`src/rtl/pfs_pkg.sv`:
```
// pfs_pkg: constants for the port pin function select block.
// assumes an 8-bit register port with 10-bit byte offsets.
package pfs_pkg;

  // ==========================================================
  // widths
  localparam int ADDR_W = 10;
  localparam int DATA_W = 8;
  localparam int NPIN   = 24;
  localparam int NTA    = 3;
  localparam int NIRQ   = 3;

  // ==========================================================
  // register offsets
  localparam logic [9:0] OFS_PORT7_DIR   = 10'h3ef;
  localparam logic [9:0] OFS_PORT8_DIR   = 10'h3f2;
  localparam logic [9:0] OFS_PORT9_DIR   = 10'h3f3;
  localparam logic [9:0] OFS_PULLUP7     = 10'h3fd;
  localparam logic [9:0] OFS_PULLUP89    = 10'h3fe;
  localparam logic [9:0] OFS_PORT7_DATA  = 10'h3c0;
  localparam logic [9:0] OFS_PORT8_DATA  = 10'h3c1;
  localparam logic [9:0] OFS_PORT9_DATA  = 10'h3c2;
  localparam logic [9:0] OFS_TMR_MODE    = 10'h3c3;
  localparam logic [9:0] OFS_TRIG_SEL    = 10'h3c4;
  localparam logic [9:0] OFS_TWO_PHASE   = 10'h3c5;
  localparam logic [9:0] OFS_MISC        = 10'h3c6;
  localparam logic [9:0] OFS_IRQ_STAT    = 10'h3c7;
  localparam logic [9:0] OFS_IRQ_MASK    = 10'h3c8;

  // ==========================================================
  // reset values and writable bit masks
  localparam logic [7:0] DIR_RST    = 8'h00;
  localparam logic [7:0] PU_RST     = 8'h00;
  localparam logic [7:0] LAT_RST    = 8'h00;
  localparam logic [7:0] SEL_RST    = 8'h00;
  localparam logic [2:0] IRQ_RST    = 3'h0;
  localparam logic [7:0] PU7_MASK   = 8'hc0;
  localparam logic [7:0] PU89_MASK  = 8'h0f;
  localparam logic [7:0] TMR_MASK   = 8'h3f;
  localparam logic [7:0] TRIG_MASK  = 8'hfc;
  localparam logic [7:0] TWOPH_MASK = 8'he0;
  localparam logic [7:0] MISC_MASK  = 8'h1f;

  // ==========================================================
  // field positions
  localparam int MODE_PULSE_POS = 0;
  localparam int MODE_GATE_POS  = 1;
  localparam int TRIG_BASE      = 2;
  localparam int TWOPH_BASE     = 5;
  localparam int MISC_THREE_PH  = 0;
  localparam int MISC_SUB_OSC   = 1;
  localparam int MISC_TB0_EVT   = 2;
  localparam int MISC_SIO3_SEL  = 3;
  localparam int MISC_SIO3_INT  = 4;
  localparam int PU7_FIRST_BIT  = 6;
  localparam int PINS_PER_PU    = 4;

  // ==========================================================
  // pin indices: port7 0..7, port8 8..15, port9 16..23
  localparam int TA_OUT_PIN [NTA]  = '{4, 6, 8};
  localparam int TA_IN_PIN  [NTA]  = '{5, 7, 9};
  localparam bit TA_HAS_3PH [NTA]  = '{1'b1, 1'b0, 1'b1};
  localparam int IRQ_PIN    [NIRQ] = '{10, 11, 12};
  localparam int PIN_SUB_OUT = 14;
  localparam int PIN_SUB_IN  = 15;
  localparam int PIN_SCLK3   = 16;

endpackage

```
`src/rtl/pfs_sync_if.sv`:
```
// pfs_sync_if: raw pin levels in, synchronised levels out.
// assumes both ends run on clk_sys.
`timescale 1ns/100ps
`default_nettype none
interface pfs_sync_if #(
  parameter int W = 24
);
  logic [W-1:0] raw;
  logic [W-1:0] sync;
  modport sync_side (input raw, output sync);
  modport user_side (output raw, input sync);
endinterface
`default_nettype wire

```
`src/rtl/pfs_pin_sync.sv`:
```
// pfs_pin_sync: two flip-flop synchroniser for the pin inputs.
// assumes pins are asynchronous to clk_sys.
`timescale 1ns/100ps
`default_nettype none
module pfs_pin_sync #(
  parameter int W = 24
) (
  input  wire logic           clk_sys,
  input  wire logic           rst,
  pfs_sync_if.sync_side       port
);

  typedef struct packed {
    logic [W-1:0] stage1;
    logic [W-1:0] stage2;
  } pfs_sync_state_type;

  pfs_sync_state_type s_q;
  pfs_sync_state_type s_d;

  // ==========================================================
  // stage one feeds only stage two
  always_comb begin
    s_d        = s_q;
    s_d.stage1 = port.raw;
    s_d.stage2 = s_q.stage1;
  end

  always_ff @(posedge clk_sys) begin
    if (rst) begin
      s_q <= '0;
    end else begin
      s_q <= s_d;
    end
  end

  assign port.sync = s_q.stage2;

endmodule
`default_nettype wire

```
`src/rtl/pfs_port_select.sv`:
```
// pfs_port_select: pin function select for ports 7, 8 and 9.
// assumes a one-cycle register port and asynchronous pin inputs.
//
// Chosen here: the address-and-strobe port.
`timescale 1ns/100ps
`default_nettype none
module pfs_port_select (
  input  wire logic       clk_sys,
  input  wire logic       rst,
  input  wire logic [9:0] reg_addr,
  input  wire logic [7:0] reg_wdata,
  input  wire logic       reg_wr,
  input  wire logic       reg_rd,
  output logic      [7:0] reg_rdata,
  output logic            irq,
  input  wire logic [23:0] pin_in,
  output logic      [23:0] pin_out,
  output logic      [23:0] pin_oe,
  output logic      [23:0] pin_pullup_en,
  input  wire logic       timer_a_ch2_output,
  input  wire logic       timer_a_ch3_output,
  input  wire logic       timer_a_ch4_output,
  output logic            timer_a_ch2_input,
  output logic            timer_a_ch3_input,
  output logic            timer_a_ch4_input,
  output logic      [2:0] timer_a_output_sense,
  output logic      [2:0] timer_a_gate_valid,
  output logic      [2:0] timer_a_two_phase_valid,
  input  wire logic       motor_phase_u,
  input  wire logic       motor_phase_u_n,
  input  wire logic       motor_phase_w,
  input  wire logic       motor_phase_w_n,
  output logic            timer_b_ch0_input,
  input  wire logic       sync_serial3_clock_out,
  output logic            sync_serial3_clock,
  output logic            sub_osc_enable,
  output logic            ext_irq_in_0,
  output logic            ext_irq_in_1,
  output logic            ext_irq_in_2
);

  // ==========================================================
  // state
  typedef struct packed {
    logic [7:0]  dir7;
    logic [7:0]  dir8;
    logic [7:0]  dir9;
    logic [7:0]  pu7;
    logic [7:0]  pu89;
    logic [7:0]  lat7;
    logic [7:0]  lat8;
    logic [7:0]  lat9;
    logic [7:0]  tmode;
    logic [7:0]  trig;
    logic [7:0]  twoph;
    logic [7:0]  misc;
    logic [2:0]  irq_st;
    logic [2:0]  irq_mask;
    logic [23:0] pins_prev;
    logic [7:0]  rdata;
    logic [23:0] pout;
    logic [23:0] poe;
    logic [23:0] ppu;
    logic [2:0]  ta_in;
    logic [2:0]  ta_sense;
    logic [2:0]  gate_ok;
    logic [2:0]  twoph_ok;
    logic        tb0;
    logic        sclk_in;
    logic        xc;
    logic [2:0]  ext;
    logic [2:0]  warm;
  } pfs_state_type;

  localparam pfs_state_type ST_RST = '{
    dir7:     pfs_pkg::DIR_RST,
    dir8:     pfs_pkg::DIR_RST,
    dir9:     pfs_pkg::DIR_RST,
    pu7:      pfs_pkg::PU_RST,
    pu89:     pfs_pkg::PU_RST,
    lat7:     pfs_pkg::LAT_RST,
    lat8:     pfs_pkg::LAT_RST,
    lat9:     pfs_pkg::LAT_RST,
    tmode:    pfs_pkg::SEL_RST,
    trig:     pfs_pkg::SEL_RST,
    twoph:    pfs_pkg::SEL_RST,
    misc:     pfs_pkg::SEL_RST,
    irq_st:   pfs_pkg::IRQ_RST,
    irq_mask: pfs_pkg::IRQ_RST,
    default:  '0
  };

  pfs_state_type s_q;
  pfs_state_type s_d;

  // ==========================================================
  // pin synchroniser
  pfs_sync_if #(.W(pfs_pkg::NPIN)) sync_bus ();

  assign sync_bus.raw = pin_in;

  pfs_pin_sync #(
    .W (pfs_pkg::NPIN)
  ) u_sync (
    .clk_sys (clk_sys),
    .rst     (rst),
    .port    (sync_bus.sync_side)
  );

  logic [23:0] pins;
  assign pins = sync_bus.sync;

  // ==========================================================
  // helpers

  // port read: latch where output, pin level where input
  function automatic logic [7:0] port_view(
    input logic [7:0] dir,
    input logic [7:0] lat,
    input logic [7:0] lvl
  );
    port_view = (dir & lat) | (~dir & lvl);
  endfunction

  // pull-up group bit for one pin index
  function automatic logic pu_group(
    input logic [7:0] pu7,
    input logic [7:0] pu89,
    input int         idx
  );
    logic [5:0] grp;
    grp = {pu89[3:0], pu7[pfs_pkg::PU7_FIRST_BIT +: 2]};
    pu_group = grp[idx / pfs_pkg::PINS_PER_PU];
  endfunction

  // ==========================================================
  // next state
  logic [23:0] dir_all;
  logic [23:0] lat_all;
  logic [2:0]  ta_pulse;
  logic [2:0]  ph_hi;
  logic [2:0]  ph_lo;

  assign dir_all  = {s_q.dir9, s_q.dir8, s_q.dir7};
  assign lat_all  = {s_q.lat9, s_q.lat8, s_q.lat7};
  assign ta_pulse = {timer_a_ch4_output, timer_a_ch3_output,
                     timer_a_ch2_output};
  assign ph_hi    = {motor_phase_u, 1'b0, motor_phase_w};
  assign ph_lo    = {motor_phase_u_n, 1'b0, motor_phase_w_n};

  always_comb begin
    logic [23:0] oe;
    logic [23:0] out;
    logic [2:0]  irq_ev;
    logic        three;
    logic        m_pulse;
    logic        m_gate;
    logic        tp;
    logic        tw;
    logic [1:0]  tsel;
    logic        sio_sel;
    logic        sio_int;
    int          op;
    int          ip;
    oe      = '0;
    out     = '0;
    irq_ev  = '0;
    three   = 1'b0;
    m_pulse = 1'b0;
    m_gate  = 1'b0;
    tp      = 1'b0;
    tw      = 1'b0;
    tsel    = '0;
    sio_sel = 1'b0;
    sio_int = 1'b0;
    op      = 0;
    ip      = 0;
    s_d       = s_q;
    s_d.rdata = '0;

    // register writes
    if (reg_wr) begin
      case (reg_addr)
        pfs_pkg::OFS_PORT7_DIR:  s_d.dir7 = reg_wdata;
        pfs_pkg::OFS_PORT8_DIR:  s_d.dir8 = reg_wdata;
        pfs_pkg::OFS_PORT9_DIR:  s_d.dir9 = reg_wdata;
        pfs_pkg::OFS_PULLUP7:    s_d.pu7 = reg_wdata & pfs_pkg::PU7_MASK;
        pfs_pkg::OFS_PULLUP89:   s_d.pu89 = reg_wdata & pfs_pkg::PU89_MASK;
        pfs_pkg::OFS_PORT7_DATA: s_d.lat7 = reg_wdata;
        pfs_pkg::OFS_PORT8_DATA: s_d.lat8 = reg_wdata;
        pfs_pkg::OFS_PORT9_DATA: s_d.lat9 = reg_wdata;
        pfs_pkg::OFS_TMR_MODE:   s_d.tmode = reg_wdata & pfs_pkg::TMR_MASK;
        pfs_pkg::OFS_TRIG_SEL:   s_d.trig = reg_wdata & pfs_pkg::TRIG_MASK;
        pfs_pkg::OFS_TWO_PHASE:
          s_d.twoph = reg_wdata & pfs_pkg::TWOPH_MASK;
        pfs_pkg::OFS_MISC:       s_d.misc = reg_wdata & pfs_pkg::MISC_MASK;
        pfs_pkg::OFS_IRQ_STAT:   s_d.irq_st = s_q.irq_st & ~reg_wdata[2:0];
        pfs_pkg::OFS_IRQ_MASK:   s_d.irq_mask = reg_wdata[2:0];
        default: ;
      endcase
    end

    // register reads, unmapped reads give zero
    if (reg_rd) begin
      case (reg_addr)
        pfs_pkg::OFS_PORT7_DIR:  s_d.rdata = s_q.dir7;
        pfs_pkg::OFS_PORT8_DIR:  s_d.rdata = s_q.dir8;
        pfs_pkg::OFS_PORT9_DIR:  s_d.rdata = s_q.dir9;
        pfs_pkg::OFS_PULLUP7:    s_d.rdata = s_q.pu7;
        pfs_pkg::OFS_PULLUP89:   s_d.rdata = s_q.pu89;
        pfs_pkg::OFS_PORT7_DATA:
          s_d.rdata = port_view(s_q.dir7, s_q.lat7, pins[7:0]);
        pfs_pkg::OFS_PORT8_DATA:
          s_d.rdata = port_view(s_q.dir8, s_q.lat8, pins[15:8]);
        pfs_pkg::OFS_PORT9_DATA:
          s_d.rdata = port_view(s_q.dir9, s_q.lat9, pins[23:16]);
        pfs_pkg::OFS_TMR_MODE:   s_d.rdata = s_q.tmode;
        pfs_pkg::OFS_TRIG_SEL:   s_d.rdata = s_q.trig;
        pfs_pkg::OFS_TWO_PHASE:  s_d.rdata = s_q.twoph;
        pfs_pkg::OFS_MISC:       s_d.rdata = s_q.misc;
        pfs_pkg::OFS_IRQ_STAT:   s_d.rdata = {5'h00, s_q.irq_st};
        pfs_pkg::OFS_IRQ_MASK:   s_d.rdata = {5'h00, s_q.irq_mask};
        default:                 s_d.rdata = '0;
      endcase
    end

    // plain port behaviour
    oe  = dir_all;
    out = lat_all;

    // timer A channels 2, 3, 4
    three = s_q.misc[pfs_pkg::MISC_THREE_PH];
    for (int c = 0; c < pfs_pkg::NTA; c++) begin
      op      = pfs_pkg::TA_OUT_PIN[c];
      ip      = pfs_pkg::TA_IN_PIN[c];
      m_pulse = s_q.tmode[2 * c + pfs_pkg::MODE_PULSE_POS];
      m_gate  = s_q.tmode[2 * c + pfs_pkg::MODE_GATE_POS];
      tsel    = s_q.trig[pfs_pkg::TRIG_BASE + 2 * c +: 2];
      tw      = s_q.twoph[pfs_pkg::TWOPH_BASE + c];
      tp      = three & pfs_pkg::TA_HAS_3PH[c];
      if (tp) begin
        oe[op]  = 1'b1;
        out[op] = ph_hi[c];
        oe[ip]  = 1'b1;
        out[ip] = ph_lo[c];
      end else if (tw) begin
        oe[op]  = 1'b0;
      end else if (m_pulse) begin
        oe[op]  = 1'b1;
        out[op] = ta_pulse[c];
      end
      s_d.ta_sense[c] = pins[op] & ~dir_all[op] & m_gate & ~m_pulse & ~tp;
      s_d.twoph_ok[c] = ~dir_all[op] & m_gate & ~m_pulse & tw
                        & ~tp;
      s_d.ta_in[c]    = pins[ip] & ~dir_all[ip] & (tsel == 2'b00) & ~tp;
      s_d.gate_ok[c]  = ~dir_all[ip] & (tsel == 2'b00) & m_gate
                        & ~tp;
    end

    // timer B0 and serial 3 clock share one pin
    sio_sel = s_q.misc[pfs_pkg::MISC_SIO3_SEL];
    sio_int = s_q.misc[pfs_pkg::MISC_SIO3_INT];
    if (sio_sel && sio_int) begin
      oe[pfs_pkg::PIN_SCLK3]  = 1'b1;
      out[pfs_pkg::PIN_SCLK3] = sync_serial3_clock_out;
    end
    s_d.tb0 = pins[pfs_pkg::PIN_SCLK3] & ~dir_all[pfs_pkg::PIN_SCLK3]
              & ~s_q.misc[pfs_pkg::MISC_TB0_EVT] & ~sio_sel;
    s_d.sclk_in = pins[pfs_pkg::PIN_SCLK3] & ~dir_all[pfs_pkg::PIN_SCLK3]
                  & sio_sel & ~sio_int;

    // sub-clock oscillator owns its two pins
    s_d.xc = s_q.misc[pfs_pkg::MISC_SUB_OSC];
    if (s_d.xc) begin
      oe[pfs_pkg::PIN_SUB_IN]  = 1'b0;
      oe[pfs_pkg::PIN_SUB_OUT] = 1'b0;
    end

    // pull-ups follow their group and only on inputs
    for (int i = 0; i < pfs_pkg::NPIN; i++) begin
      s_d.ppu[i] = pu_group(s_q.pu7, s_q.pu89, i) & ~oe[i];
    end
    if (s_d.xc) begin
      s_d.ppu[pfs_pkg::PIN_SUB_IN]  = 1'b0;
      s_d.ppu[pfs_pkg::PIN_SUB_OUT] = 1'b0;
    end
    s_d.pout = out;
    s_d.poe  = oe;

    // external interrupt pins: any level change on an input pin
    for (int k = 0; k < pfs_pkg::NIRQ; k++) begin
      s_d.ext[k] = pins[pfs_pkg::IRQ_PIN[k]]
                   & ~dir_all[pfs_pkg::IRQ_PIN[k]];
      irq_ev[k]  = (pins[pfs_pkg::IRQ_PIN[k]]
                    ^ s_q.pins_prev[pfs_pkg::IRQ_PIN[k]])
                   & ~dir_all[pfs_pkg::IRQ_PIN[k]];
    end
    // no events until synchroniser and history hold real pin levels
    if (!s_q.warm[2]) begin
      irq_ev = '0;
    end
    s_d.warm      = {s_q.warm[1:0], 1'b1};
    s_d.pins_prev = pins;
    // a new event wins over a clear in the same cycle
    s_d.irq_st = s_d.irq_st | irq_ev;
  end

  always_ff @(posedge clk_sys) begin
    if (rst) begin
      s_q <= ST_RST;
    end else begin
      s_q <= s_d;
    end
  end

  // ==========================================================
  // outputs
  assign reg_rdata               = s_q.rdata;
  assign irq                     = |(s_q.irq_st & s_q.irq_mask);
  assign pin_out                 = s_q.pout;
  assign pin_oe                  = s_q.poe;
  assign pin_pullup_en           = s_q.ppu;
  assign timer_a_ch2_input       = s_q.ta_in[0];
  assign timer_a_ch3_input       = s_q.ta_in[1];
  assign timer_a_ch4_input       = s_q.ta_in[2];
  assign timer_a_output_sense    = s_q.ta_sense;
  assign timer_a_gate_valid      = s_q.gate_ok;
  assign timer_a_two_phase_valid = s_q.twoph_ok;
  assign timer_b_ch0_input       = s_q.tb0;
  assign sync_serial3_clock      = s_q.sclk_in;
  assign sub_osc_enable          = s_q.xc;
  assign ext_irq_in_0            = s_q.ext[0];
  assign ext_irq_in_1            = s_q.ext[1];
  assign ext_irq_in_2            = s_q.ext[2];

endmodule
`default_nettype wire

```
`config.mk`:
```
export PLATFORM = sky130hd
export DESIGN_NAME = pfs_port_select
export DESIGN_NICKNAME = d
export VERILOG_FILES = /design/src/rtl/pfs_pkg.sv /design/src/rtl/pfs_sync_if.sv /design/src/rtl/pfs_pin_sync.sv /design/src/rtl/pfs_port_select.sv
export SDC_FILE = /design/constraint.sdc
export NUM_CORES = 1
export LEC_CHECK = 0
export ABC_AREA = 1
export BUFFER_PORTS_ARGS = -buffer_cell sky130_fd_sc_hd__buf_2
export CAP_MARGIN = 20
export CELL_PAD_IN_SITES_DETAIL_PLACEMENT = 1
export CELL_PAD_IN_SITES_GLOBAL_PLACEMENT = 1
export CORE_MARGIN = 1.5
export CORE_UTILIZATION = 37
export CTS_CLUSTER_DIAMETER = 150
export DETAILED_ROUTE_END_ITERATION = 7
export MAX_ROUTING_LAYER = met4
export PLACE_DENSITY_LB_ADDON = 0.15
export REMOVE_ABC_BUFFERS = 1
export SLEW_MARGIN = 5
export SYNTH_ARGS = -nofsm -noshare
export SYNTH_HDL_FRONTEND = slang
export SYNTH_SLANG_ARGS = --single-unit
export TNS_END_PERCENT = 100
```
`constraint.sdc`:
```
create_clock -name clk_sys -period 1.3 [get_ports clk_sys]
set_input_delay 0.26 -clock clk_sys [delete_from_list [all_inputs] [get_ports clk_sys]]
set_output_delay 0.26 -clock clk_sys [all_outputs]
set_load 0.005 [all_outputs]
```
==> qor.txt <==
Synth Register Bits: 232
Synth area leader: dfxtp_1
crit share post-route: 1.06
Clock Path Buffers: 3
met2 layer usage reported by global route: 0.410
measured slew at the worst slew-check pin: 0.393 ns
Starting Density: 0.375
Die Span Y: 160 um
vias in the first global route: 8122
failing checks: setup timing
Final Instance Area: 0.0119 mm^2
Final #Nets: 1452
Pint: 12.1 mW
core area: 0.0242 mm^2
Cell Chain, Critical Path: nand2_2, nand3_2, buf_2
Vias/cell: 4.61
clock-pin slew on the worst setup and hold paths: 0.06 ns
Crit Path Category: reg -> out
clock sinks: 232
P_leak: 5.68 nW
met1 global-route usage: 0.318
switch share: 0.222
global-route wire length before repair: 46600 um
register area share after synthesis: 0.511
synthesized cell area: 0.00909 mm^2
Most used DFF post-synth: dfxtp_1
asr flop ratio synth: 0
row count: 57
worst slack at placement: -0.484 ns
pwr dens: 1310 mW/mm^2
Slew headroom: 0.738
Post-synth top cells: dfxtp_1 (232), nor2_1 (205), nand2_1 (166)
Synth top area share: 0.511
syn_area_per_cell: 7.78 um^2
GRT Util Overall: 0.246
via count: 8022
Inserted Diodes: 0
combinational share of power: 0.056
leading post-synthesis cells by cell area: dfxtp_1 (51%), nor2_1 (8.5%), buf_4 (7.4%)
warnings from Yosys: 0
Worst setup EP type: primary output
drt drc: 0
final period demand of the worst path: 1.37 ns
share of cells above drive strength 1: 0.286
setup ws final: -0.0727 ns
post-DP HPWL: 23200 um
initial drt markers: 372
total grt overflow: 0
gate count after technology mapping: 1169
HP Class: in -> reg
Hold Fails Final Rpt: 0
Final Slew Violations: 0
largest net degree at the start of global routing: 33
Routed Antenna Nets: 0
die area: 0.0255 mm^2
TritonCTS Buffers: 26
drt wl/cell: 17.5 um
NetSw: 3.45 mW
H-Tree Level Count: 1
Seq pwr share: 0.465
RSZ-0062 raised after global routing: yes
initial antenna violation count: 2
Cell Area, Placed: 0.0106 mm^2
P&R area growth vs syn: 30.8%
f_max: 0.728 GHz
most common cell in the synthesized netlist: dfxtp_1
worst-path fanout max: 2
CP peak stage delay: 0.33 ns
Max stage delay cell, worst path: dfxtp_2
Clk pwr share: 0.478
CP required: 1.04 ns
worst vdd ir: 0.000737 V
maxcap violations: 0
Synth cell types: 27
Post-Route Skew: 0.0101 ns
Total Routed Length: 30400 um
worst endpoint data arrival time: 1.11 ns
Root Driver: clkbuf_16
Skew-Pair Late Insertion Delay: 0.53 ns
GR Layer Usage met3: 0.0301
Placer Congestion: 0.871
CTS tree: built
Final setup viols: 1
number of synthesized flops with an enable pin: 0
I/O pin total: 153
buffers added on ports: 152
DRT Pass-1 Iters: 4
gr busiest metal: met2
status: complete, but fails checks
startpoint types: flop
die width: 160 um
==> what timing repair did <==
item	in CTS	in global routing
gates resized for setup	17	29
gates cloned	0	0
hold endpoints to repair	29	0
hold buffers	29	0
endpoints found under the setup margin	8	20
setup buffers	6	0
pin swaps	3	5
==> worst paths after layout <==
path / depth (start not counted) / endpoint / start / slack (ns)
worst max-delay path: 3 / irq / s_q[126] / -0.07
worst min-delay path: 3 / pin_out[6] / timer_a_ch3_output / 0.03
worst max register to register: 9 / reg_rdata[1] / dir_all[1] / 0.09
worst min register to register: 2 / u_sync.port.sync[21] / u_sync.s_d[21] / 0.39
==> metal layers <==
layer,wire length (um),up-vias
met2,14300,167
met5,0,-
met4,665,0
met1,14300,3788
met3,1140,41
li1,-,4026
==> logic make-up (layout without fill, tap and decap cells) <==
kind of cell,Yosys count,after routing,synth area share
flops,232,232,0.511
mux,1,1,0.00110
buf+inv,292,540,0.161
simple gates,484,484,0.232
compound gates,160,160,0.0946
==> through the flow <==
step | util | hold WS, ns | TNS (ns) | power, mW | cells
final | 0.491 | 0.0261 | -0.0727 | 15.5 | 1741
after global routing | 0.491 | 0.0470 | -0.174 | 16.0 | 1741
after CTS | 0.489 | 0.000866 | -0.100 | 15.7 | 1741
after detailed placement | 0.437 | 0.397 | -27.80 | 8.18 | 1659
after global placement | 0.437 | 0.391 | -26.12 | 8.18 | 1659
after floorplan | - | 0.329 | -3.93 | 7.60 | 1041
==> critical path, delay by kind of cell, from the launching register on <==
kind          cells  cell delay, ns
flops             1            0.33
buf+inv           1            0.12
simple gates      2            0.13
==> area by class of cell <==
type / count / area (um^2)
tap: 324 / 405
inverter: 164 / 616
timing repair buffer: 329 / 2290
multi-input combinational: 645 / 3040
fill: 3039 / 12300
clock buffer: 40 / 815
sequential: 232 / 4660
clock inverter: 7 / 71.3
==> sequential cells by signal, indices dropped and copies added (netlist names), 24 cells and up <==
signal / flops
pin_pullup_en: 24
dir_all: 24
u_sync.port.sync: 24
pin_oe: 24
s_q: 35
lat_all: 24
u_sync.s_d: 24
pin_out: 24
==> power by group through the flow <==
stage | Combinational [mW] | Sequential, mW | Clock, mW
after floorplan | 0.227 | 7.37 | 0
after global placement | 0.799 | 7.38 | 0
after detailed placement | 0.801 | 7.38 | 0
after CTS | 0.877 | 7.23 | 7.59
after global routing | 0.957 | 7.23 | 7.85
final | 0.876 | 7.23 | 7.43
==> cell usage in the layout (no fill, tap or decap), types with 2 or more instances in the layout <==
cell           instances
a211oi_1              19
a21oi_1               44
buf_12                10
buf_2                151
buf_4                139
clkbuf_1               4
clkbuf_16             27
clkbuf_8               9
clkinv_2               3
clkinvlp_4             2
dfxtp_1              218
dfxtp_2               14
dlygate4sd3_1         29
inv_1                157
inv_2                  7
nand2_1              162
nand2_2               11
nand3_1               38
nand3_2                3
nand3_4                2
nand4_1               19
nor2_1               198
nor2_2                 9
nor2_4                13
nor3_1                20
nor4_1                 6
o21ai_0               75
o21ai_1               17
o31ai_1                5
(Power assumes the default switching activity.)
